File: src/logic/tw_pkg.sv
// Shared constants and carrier types for the table-write execution block
package tw_pkg;

  // =====================================================
  // Widths
  localparam int unsigned DATA_W = 8;
  localparam int unsigned ADDR_W = 16;
  localparam int unsigned WORD_W = 16;

  // =====================================================
  // Reset values and pointer step
  localparam logic [ADDR_W-1:0] PTR_RST   = 16'h0000;
  localparam logic [WORD_W-1:0] LATCH_RST = 16'h0000;
  localparam logic [ADDR_W-1:0] PTR_STEP  = 16'h0001;

  // =====================================================
  // Timing: on-chip programming pulse length
  localparam int unsigned CLK_PERIOD_NS  = 5;
  localparam int unsigned PROG_TIME_NS   = 1000;
  localparam int unsigned PROG_CYCLES    = (PROG_TIME_NS + CLK_PERIOD_NS - 1) / CLK_PERIOD_NS;
  localparam int unsigned PROG_CNT_W     = 16;
  // Default top of on-chip program space (first external address)
  localparam logic [ADDR_W-1:0] INT_LIMIT = 16'h2000;

  // =====================================================
  // Quarter phases of an instruction cycle, one-hot
  typedef enum logic [3:0] {
    TW_Q1 = 4'h1,
    TW_Q2 = 4'h2,
    TW_Q3 = 4'h4,
    TW_Q4 = 4'h8
  } tw_phase_type;

  // Execution states, one-hot
  typedef enum logic [3:0] {
    TW_IDLE  = 4'h1,
    TW_CYC1  = 4'h2,
    TW_CYC2  = 4'h4,
    TW_PROG  = 4'h8
  } tw_state_type;

  // Decoded instruction fields
  typedef struct packed {
    logic              high_sel;   // byte-select bit
    logic              inc;        // increment option bit
    logic [DATA_W-1:0] file_addr;  // source file register
  } tw_instr_type;

  // Program memory write request
  typedef struct packed {
    logic              strobe;
    logic              internal;
    logic              prog_ok;
    logic [ADDR_W-1:0] addr;
    logic [WORD_W-1:0] data;
  } tw_pm_req_type;

endpackage

File: src/logic/tw_exec.sv
// Table-write instruction execution: latch load, program write, pointer update
//
// Overview of operation
// RL1 - Increment bit clear: table pointer stays unchanged after the write.
// RL2 - Increment bit set: table pointer advances by one after the write.
// RL3 - One word, two instruction cycles; on-chip program writes last many cycles.
// RL4 - Without programming voltage the on-chip sequence runs but reports failure.
// RL5 - Read file register in Q2, execute in Q3, write in Q4.
// RL6 - Byte-select set loads latch high byte, clear loads low; other half kept.
`timescale 1ns/1ps
module tw_exec #(
  parameter int unsigned PROG_LEN = tw_pkg::PROG_CYCLES
) (
  // Clock and reset
  input  wire logic                       sys_clk,
  input  wire logic                       rst_b,
  // Instruction issue from the core
  input  wire logic                       instr_valid,
  input  wire tw_pkg::tw_instr_type       instr,
  output logic                            instr_ready,
  output logic                            busy,
  output logic                            done,
  // Data memory read port
  output logic                            file_rd,
  output logic [tw_pkg::DATA_W-1:0]       file_addr,
  input  wire logic [tw_pkg::DATA_W-1:0]  file_data,
  // Program memory side
  input  wire logic                       prog_voltage_ok,
  input  wire logic                       irq_abort,
  output tw_pkg::tw_pm_req_type           pm_req,
  output logic                            prog_active,
  // Visible state
  output logic [tw_pkg::ADDR_W-1:0]       table_pointer,
  output logic [tw_pkg::WORD_W-1:0]       table_latch,
  output logic                            prog_fail
);
  import tw_pkg::*;

  // =====================================================
  // Helpers
  function automatic logic is_internal(input logic [ADDR_W-1:0] a);
    return a < INT_LIMIT;
  endfunction

  function automatic logic [WORD_W-1:0] merge_byte(input logic [WORD_W-1:0] w,
                                                   input logic hi, input logic [DATA_W-1:0] b);
    return hi ? {b, w[DATA_W-1:0]} : {w[WORD_W-1:DATA_W], b};
  endfunction

  // =====================================================
  // Declarations
  tw_phase_type              phase;
  tw_state_type              state_q;
  tw_instr_type              instr_q;
  logic [DATA_W-1:0]         fdata_q;
  logic [ADDR_W-1:0]         ptr_q;
  logic [WORD_W-1:0]         latch_q;
  logic [PROG_CNT_W-1:0]     prog_cnt_q;
  tw_pm_req_type             pm_q;
  logic                      done_q;
  logic                      fail_q;
  logic                      file_rd_q;
  logic                      start;
  logic                      prog_end;

  tw_phase_gen u_phase (
    .sys_clk (sys_clk),
    .rst_b   (rst_b),
    .phase   (phase)
  );

  // Instruction accepted only at Q1 while idle
  assign instr_ready = (state_q == TW_IDLE) && (phase == TW_Q1);
  assign start       = instr_valid && instr_ready;
  assign prog_end    = (state_q == TW_PROG) && (phase == TW_Q4)
                       && ((prog_cnt_q == '0) || irq_abort);
  assign busy        = (state_q != TW_IDLE);

  // =====================================================
  // Sequencer
  always_ff @(posedge sys_clk or negedge rst_b) begin
    if (!rst_b) begin
      state_q <= TW_IDLE;
    end else begin
      case (state_q)
        TW_IDLE: if (start) state_q <= TW_CYC1;
        // Second instruction cycle holds the write, or the long on-chip pulse
        TW_CYC1: if (phase == TW_Q4) state_q <= TW_CYC2;                       // [RL3]
        TW_CYC2: begin
          if (phase == TW_Q4) begin
            state_q <= pm_q.internal ? TW_PROG : TW_IDLE;                      // [RL3]
          end
        end
        TW_PROG: if (prog_end) state_q <= TW_IDLE;
        default: state_q <= TW_IDLE;
      endcase
    end
  end

  // =====================================================
  // Capture instruction fields at issue
  always_ff @(posedge sys_clk or negedge rst_b) begin
    if (!rst_b) begin
      instr_q <= '0;
    end else if (start) begin
      instr_q <= instr;
    end
  end

  // =====================================================
  // File register read in Q2 of the first cycle
  always_ff @(posedge sys_clk or negedge rst_b) begin
    if (!rst_b) begin
      file_rd_q <= 1'b0;
      fdata_q   <= '0;
    end else begin
      // Pulse in Q2, the cycle right after the Q1 take edge
      file_rd_q <= start;                                                       // [RL5]
      if (file_rd_q) begin
        fdata_q <= file_data;                                                   // [RL5]
      end
    end
  end

  assign file_rd   = file_rd_q;
  assign file_addr = instr_q.file_addr;

  // =====================================================
  // Latch half update in Q3 (execute)
  always_ff @(posedge sys_clk or negedge rst_b) begin
    if (!rst_b) begin
      latch_q <= LATCH_RST;
    end else if ((state_q == TW_CYC1) && (phase == TW_Q3)) begin
      latch_q <= merge_byte(latch_q, instr_q.high_sel, fdata_q);               // [RL6] [RL5]
    end
  end

  // =====================================================
  // Program memory write issued in Q4 of the first cycle
  always_ff @(posedge sys_clk or negedge rst_b) begin
    if (!rst_b) begin
      pm_q <= '0;
    end else if ((state_q == TW_CYC1) && (phase == TW_Q4)) begin
      pm_q.strobe   <= 1'b1;                                                    // [RL5]
      pm_q.internal <= is_internal(ptr_q);
      pm_q.prog_ok  <= prog_voltage_ok;                                         // [RL4]
      pm_q.addr     <= ptr_q;
      pm_q.data     <= latch_q;
    end else begin
      pm_q.strobe <= 1'b0;
    end
  end

  assign pm_req      = pm_q;
  assign prog_active = (state_q == TW_PROG);

  // =====================================================
  // Programming pulse length; interrupt cuts it short
  always_ff @(posedge sys_clk or negedge rst_b) begin
    if (!rst_b) begin
      prog_cnt_q <= '0;
    end else if ((state_q == TW_CYC2) && (phase == TW_Q4)) begin
      prog_cnt_q <= PROG_CNT_W'(PROG_LEN);                                      // [RL3]
    end else if ((state_q == TW_PROG) && (prog_cnt_q != '0)) begin
      prog_cnt_q <= prog_cnt_q - 1'b1;
    end
  end

  // =====================================================
  // Failure flag: sequence ran without programming voltage or was cut short
  always_ff @(posedge sys_clk or negedge rst_b) begin
    if (!rst_b) begin
      fail_q <= 1'b0;
    end else if (start) begin
      fail_q <= 1'b0;
    end else if (prog_end) begin
      fail_q <= !pm_q.prog_ok || (prog_cnt_q != '0);                            // [RL4]
    end
  end

  assign prog_fail = fail_q;

  // =====================================================
  // Pointer update once the write has completed
  always_ff @(posedge sys_clk or negedge rst_b) begin
    if (!rst_b) begin
      ptr_q <= PTR_RST;
    end else if (((state_q == TW_CYC2) && (phase == TW_Q4) && !pm_q.internal) || prog_end) begin
      if (instr_q.inc) begin
        ptr_q <= ptr_q + PTR_STEP;                                              // [RL2]
      end else begin
        ptr_q <= ptr_q;                                                         // [RL1]
      end
    end
  end

  // =====================================================
  // Completion pulse
  always_ff @(posedge sys_clk or negedge rst_b) begin
    if (!rst_b) begin
      done_q <= 1'b0;
    end else begin
      done_q <= ((state_q == TW_CYC2) && (phase == TW_Q4) && !pm_q.internal) || prog_end;
    end
  end

  assign done          = done_q;
  assign table_pointer = ptr_q;
  assign table_latch   = latch_q;

endmodule

File: src/logic/tw_phase_gen.sv
// Quarter-phase generator for the instruction cycle
`timescale 1ns/1ps
module tw_phase_gen (
  // Clock and reset
  input  wire logic                 sys_clk,
  input  wire logic                 rst_b,
  // Phase output
  output tw_pkg::tw_phase_type      phase
);
  import tw_pkg::*;

  tw_phase_type phase_q;

  // =====================================================
  // Phase rotation, Q1 first after reset
  always_ff @(posedge sys_clk or negedge rst_b) begin
    if (!rst_b) begin
      phase_q <= TW_Q1;
    end else begin
      case (phase_q)
        TW_Q1:   phase_q <= TW_Q2;
        TW_Q2:   phase_q <= TW_Q3;
        TW_Q3:   phase_q <= TW_Q4;
        TW_Q4:   phase_q <= TW_Q1;
        default: phase_q <= TW_Q1;
      endcase
    end
  end

  assign phase = phase_q;

endmodule

File: config.mk
export PLATFORM = sky130hd
export DESIGN_NAME = tw_exec
export DESIGN_NICKNAME = d
export VERILOG_FILES = /design/src/logic/tw_pkg.sv /design/src/logic/tw_exec.sv /design/src/logic/tw_phase_gen.sv
export SDC_FILE = /design/constraint.sdc
export NUM_CORES = 1
export LEC_CHECK = 0
export BUFFER_PORTS_ARGS = -buffer_cell sky130_fd_sc_hd__buf_2
export CELL_PAD_IN_SITES_DETAIL_PLACEMENT = 2
export CELL_PAD_IN_SITES_GLOBAL_PLACEMENT = 2
export CORE_AREA = 4 4 117 130
export CTS_BUF_LIST = sky130_fd_sc_hd__clkbuf_4 sky130_fd_sc_hd__clkbuf_8 sky130_fd_sc_hd__clkbuf_16
export DETAILED_ROUTE_END_ITERATION = 6
export DIE_AREA = 0 0 121 134
export PLACE_DENSITY_LB_ADDON = 0.1
export SYNTH_ARGS = -nofsm -noshare
export SYNTH_HDL_FRONTEND = slang
export SYNTH_SLANG_ARGS = --single-unit
export TNS_END_PERCENT = 1
File: constraint.sdc
create_clock -name sys_clk -period 2.2 [get_ports sys_clk]
set_input_delay 0.44 -clock sys_clk [delete_from_list [all_inputs] [get_ports sys_clk]]
set_output_delay 0.44 -clock sys_clk [all_outputs]
set_load 0.01 [all_outputs]
# ---- Word-level counts from Yosys, hierarchy flattened
# Cells that the tools add are included.
dict set report word_totals {
  regBits 112
  output_inout_bits 81
  word_cells 69
}
dict set report op_classes {
  eq_ne 13
  n_addsub 2
  reduce_logical 22
  n_lt_le_gt_ge 1
  mux 12
  bitwise 1
}
# operator n
set ops {}
lappend ops {{2-to-1 mux 16 bit} 2}
lappend ops {{2-to-1 mux 4 bit} 5}
lappend ops {{adder 16 x 1 -> 16 bit, second input constant} 1}
lappend ops {{logical NOT 16 bit} 1}
lappend ops {{< comparator 16 x 14 -> 1 bit, second input constant} 1}
lappend ops {{case mux 4 bit (4 select lines)} 1}
lappend ops {{nonzero test 16 bit} 1}
lappend ops {{subtractor 16 x 1 -> 16 bit, second input constant} 1}
lappend ops {{case mux 4 bit (3 select lines)} 1}
lappend ops {{logical AND 1 bit} 9}
lappend ops {{== test 4 x 1 -> 1 bit, second input constant} 2}
lappend ops {{== test 4 x 2 -> 1 bit, second input constant} 2}
lappend ops {{== test 4 x 3 -> 1 bit, second input constant} 2}
lappend ops {{== test 4 bit, second input constant} 2}
lappend ops {{!= test 2 bit, second input constant} 3}
lappend ops {{AND reduction 2 bit} 3}
lappend ops {{!= test 4 x 1 -> 1 bit, second input constant} 1}
lappend ops {{AND reduction 4 bit} 1}
lappend ops {{nonzero test 2 bit} 2}
lappend ops {{logical OR 1 bit} 3}
lappend ops {{2-to-1 mux 1 bit} 3}
lappend ops {{logical NOT 1 bit} 2}
lappend ops {{!= test 2 x 1 -> 1 bit, second input constant} 1}
lappend ops {{inverter 1 bit} 1}

# ---- Longest topological paths before layout
dict set report depth {
  ltp_word 5
  ltp_mapped 7
  ltp_nobuf 7
}

# ---- By module
# Synthesis repeated with hierarchy kept, for this count alone.
dict set report unflattened {
  hier_cells 378
  hier_area_um2 4878.4
}
# module cells_per_inst n_inst area_each_um2
set by_module_without_submodules {}
lappend by_module_without_submodules {tw_exec 367 1 4725.8}
lappend by_module_without_submodules {tw_phase_gen 11 1 152.6}

# ---- Least setup slack after synthesis
# Ideal clock, no wire load.
dict set report synth_timing {
  kind {register to register}
  startpoint {reg state_q[1]}
  endpoint {reg ptr_q[4] (netlist: table_pointer[4])}
  setup_time_ns 0.127
  path_buffers 1
  arrival_ns 1.833
  stages_incl_launch_ff 8
  setup_slack_ns 0.240
  cell_sequence {dfrtp_1 or4b_4 clkinv_4 nand4_4 o32ai_4 buf_6 nand4_2 xnor2_1}
}
dict set report synth_between {
  elab_chain_cells 5
  elab_cells_between_ends 8
}
# item line_no
set synth_rtl {}
lappend synth_rtl {{from (decl)} tw_exec.sv:53} ;# tw_state_type state_q;
lappend synth_rtl {{from (signal assigned)} tw_exec.sv:91} ;# state_q <= pm_q.internal ? TW_PROG : TW_IDLE;
lappend synth_rtl {{== test 4 bit} -}
lappend synth_rtl {{via prog_active} tw_exec.sv:31} ;# output logic prog_active,
lappend synth_rtl {{logical AND 1 bit} tw_exec.sv:75} ;# assign prog_end = (state_q == TW_PROG) && (phase == TW_Q4)
lappend synth_rtl {{logical AND 1 bit} tw_exec.sv:76} ;# && ((prog_cnt_q == '0) || irq_abort);
lappend synth_rtl {{logical OR 1 bit} tw_exec.sv:188} ;# end else if (((state_q == TW_CYC2) && (phase == TW_Q4) && !pm_q.internal) || prog_end) begin
lappend synth_rtl {{AND reduction 2 bit (no source line)} -}
lappend synth_rtl {{to (signal assigned)} tw_exec.sv:190} ;# ptr_q <= ptr_q + PTR_STEP;
lappend synth_rtl {{to (signal assigned)} tw_exec.sv:192} ;# ptr_q <= ptr_q;
lappend synth_rtl {{to (decl)} tw_exec.sv:56} ;# logic [ADDR_W-1:0] ptr_q;
# The timed path passes the listed nets, and every way through them passes these cells.
# A chain may end at the register's enable or synchronous reset.

# ---- Final worst setup path
dict set report layout_timing {
  startpoint {reg u_phase.phase_q[0] (netlist: u_phase.phase[0])}
  endpoint {out instr_ready}
}
dict set report layout_between {
  elab_chain_cells 2
}
# item line_no
set layout_rtl {}
lappend layout_rtl {{from (decl)} tw_phase_gen.sv:12} ;# tw_phase_type phase_q;
lappend layout_rtl {{from (signal assigned)} tw_phase_gen.sv:18} ;# phase_q <= TW_Q1;
lappend layout_rtl {{from (signal assigned)} tw_phase_gen.sv:21} ;# TW_Q1: phase_q <= TW_Q2;
lappend layout_rtl {{from (signal assigned)} tw_phase_gen.sv:22} ;# TW_Q2: phase_q <= TW_Q3;
lappend layout_rtl {{== test 4 x 1 -> 1 bit} tw_exec.sv:73} ;# assign instr_ready = (state_q == TW_IDLE) && (phase == TW_Q1);
lappend layout_rtl {{logical AND 1 bit} tw_exec.sv:73}
lappend layout_rtl {{to (decl)} tw_exec.sv:20} ;# output logic instr_ready,
# Every way passes these cells.

==> metrics.txt <==
status finished, final reports clean; initial antenna violation count 0; # DRC 0; layout cells sized above 1 0.3892; Worst setup SP type flop; nets 557; number of vias per cell 4.934; Initial Util 0.3480; Min Hold Slack 285.0 ps; row cnt 45; endpoints failing setup 0; most common cell after layout, fill and taps aside dfrtp_1; CP delay by family, top flip-flops; vias in the first global route 4,136; crit share post-route 0.9535; Pre-antenna DRT Iters 4; Mapped Area 4801 um^2; unrepaired setup endpoints after global routing false; P_int 0.003758 W; sequential fraction of design power 0.496; Yosys reg bits 112; Initial DRC Count between 70 and 80; Final WS setup ~100 ps; Setup TNS Final 0 ps; Relative slew margins 0.6530; Synth top area share 0.5734; Post-Layout Inst Area 6035 um^2; post-synthesis net count around 430; via count around 3,600; Syn-to-layout area delta 25.70%; DP Worst Slack 104.3 ps; pin count of the biggest net entering global routing 45; Ys Warns 0; FMAX 0.4767 GHz; Worst-Skew Late Latency 350 ps; Slew Limit Fails 0; PortBufs 103; clk sink count 112; H-Tree Depth 3; required time of the critical path 1760 ps; CTS tree built; combinational group share of total power 0.146; Sw Pwr 0.001376 W; Clock Tree Root clkbuf_16; postcts setup bufs 0; hold crit path type in -> reg; Die ar. 16,210 um^2; Total GRT Usage 0.1673; total CTS buffers 9; Syn Area/Cell 11.77 um^2; Clk pwr share 0.358; global-route wire length before repair 21,650 um; Horiz. Die Dim 121 um; DIE HEIGHT around 130 um; Routed WL per cell ~18 um; CP Capture Type primary output; Worst Path Buf+Inv 2; Longest Clk Path Bufs 2; crit path DAT 1660 ps; pwr dens approximately 850 nW/um^2; I/O pin count 104; total of max-cap violations 0; WS Path Type reg -> out; maximum fanout along the worst path 5; crit path time final 2098 ps; Top FF cell, synth dfrtp_1; worst-path cell chain nor4b_2, buf_4, nor2b_1, buf_2; Detail Placement HPWL 9579 um; Yosys top cell by area dfrtp_1; number of library cell types mapped by synthesis 44; core area 13,790 um^2; RePlAce Congestion 0.7218; clk_skew 8.050 ps; Area after DPL between 5000 and 6000 um^2; P_leak slightly above 3 nW; Post-synth EDFFs 0; Ant. Diodes 0; gr ovfl total 0; Crit-path slowest cell dfstp_2; Synth area leaders dfrtp_1 (57%), mux2_2 (11%), nand2_1 (5.8%); sequential element share of the synthesized area 0.5843; switching share of power 0.2680; clock transition at the registers of the reported paths 70 ps; cells after synthesis 408; CP max stage delay 590 ps; Worst-Margin Slew 519.2 ps; most frequent cells in the layout dfrtp_1 (110), buf_2 (102), nand2_1 (74); Final Hold Viols 0; Final ANT Viol Nets 0; Post-synth ARST share 1.000; maximum VDD drop 0.3750 mV; routed wire length 12,790 um
## synthesized netlist by cell type, types with 4 or more instances
master	count
nand2_1	74
inv_1	7
nor2b_1	4
o21ai_0	10
dfrtp_1	110
xnor2_1	18
nand3_1	18
xor2_1	10
clkbuf_1	7
nand4_1	9
mux2_2	49
buf_4	9
and3_1	5
nor3_1	9
nor4b_1	4
or4_1	4
nor2_1	25
## worst min-delay path: cells and delay by family
kind                   cells  cell delay, ps
buffers and inverters      1              80
and+or+nand+nor            2              80
## timing repair
action | 4_1_cts | 5_1_grt
endpoints found under the hold margin | 4 | 0
endpoints found under the setup margin | 1 | 0
resized for setup | 1 | 0
hold buffers | 1 | 0
## state kept, by name, indices dropped and copies added (netlist names)
register / flops
file_rd: 1
instr_q: 2
state_q: 4
prog_fail: 1
fdata_q: 8
pm_req: 35
done: 1
prog_cnt_q: 16
u_phase.phase: 4
table_pointer: 16
file_addr: 8
table_latch: 16
## layout make-up
cell class	count	area [um^2]
Timing Repair Buffer	130	760.7
Clock inverter	6	97.59
Tap cell	188	235.2
Clock buffer	10	239.0
Inverter	8	35.03
Multi-Input combinational cell	271	1862
Sequential cell	112	2805
Fill cell	1447	7760
## worst paths after layout
path / from / end / slack, ps / cells after the start
worst max-delay path: u_phase.phase[0] / instr_ready / 100 / 4
worst min-delay path: prog_voltage_ok / pm_req[32] / 280 / 3
worst max register to register: prog_cnt_q[8] / prog_cnt_q[15] / 130 / 5
worst min register to register: pm_req[11] / pm_req[11] / 480 / 2
max in group asynchronous: rst_b / pm_req[17] / 1090 / 3
min in group asynchronous: rst_b / file_addr[2] / 540 / 2
## power by group through the flow
stage               Combinational [W]  Sequential [W]  Clock, W
floorplan                    0.000428         0.00258         0
global placement             0.000740         0.00257         0
detailed placement           0.000772         0.00259         0
CTS                          0.000776         0.00255   0.00191
global route                 0.000831         0.00259   0.00198
finish                       0.000748         0.00255   0.00184
## cell families (layout without fill, tap and decap cells)
group / Yosys count / count (layout) / share of synthesized area
adders and majority gates: 2 / 2 / 0.005212
DFF: 112 / 112 / 0.5843
muxes: 49 / 49 / 0.1149
xor gates and xnor gates: 28 / 28 / 0.05108
AOI/OAI and AO/OA: 20 / 20 / 0.03024
buffers and inverters: 25 / 154 / 0.02919
and+or+nand+nor: 172 / 172 / 0.1850
## per-stage QoR
step	power (W)	std cells	utilization
finish	0.005133	725	0.4375
global route	0.005405	725	0.4375
CTS	0.005241	725	0.4375
detailed placement	0.003364	708	0.4119
global placement	0.003312	708	0.4119
floorplan	0.003013	408	-
## layer usage
metal | vias up | part of all wire | wire length [um] | GRT usage
met5 | - | 0 | 0 | 0
met2 | 57 | 0.53 | 6754 | 0.2926
met1 | 1858 | 0.42 | 5345 | 0.2058
met4 | 0 | 0.016 | 210 | 0.05668
met3 | 13 | 0.038 | 482 | 0.03290
li1 | 1649 | - | - | -
No activity file was read; power rests on OpenSTA's default activity.
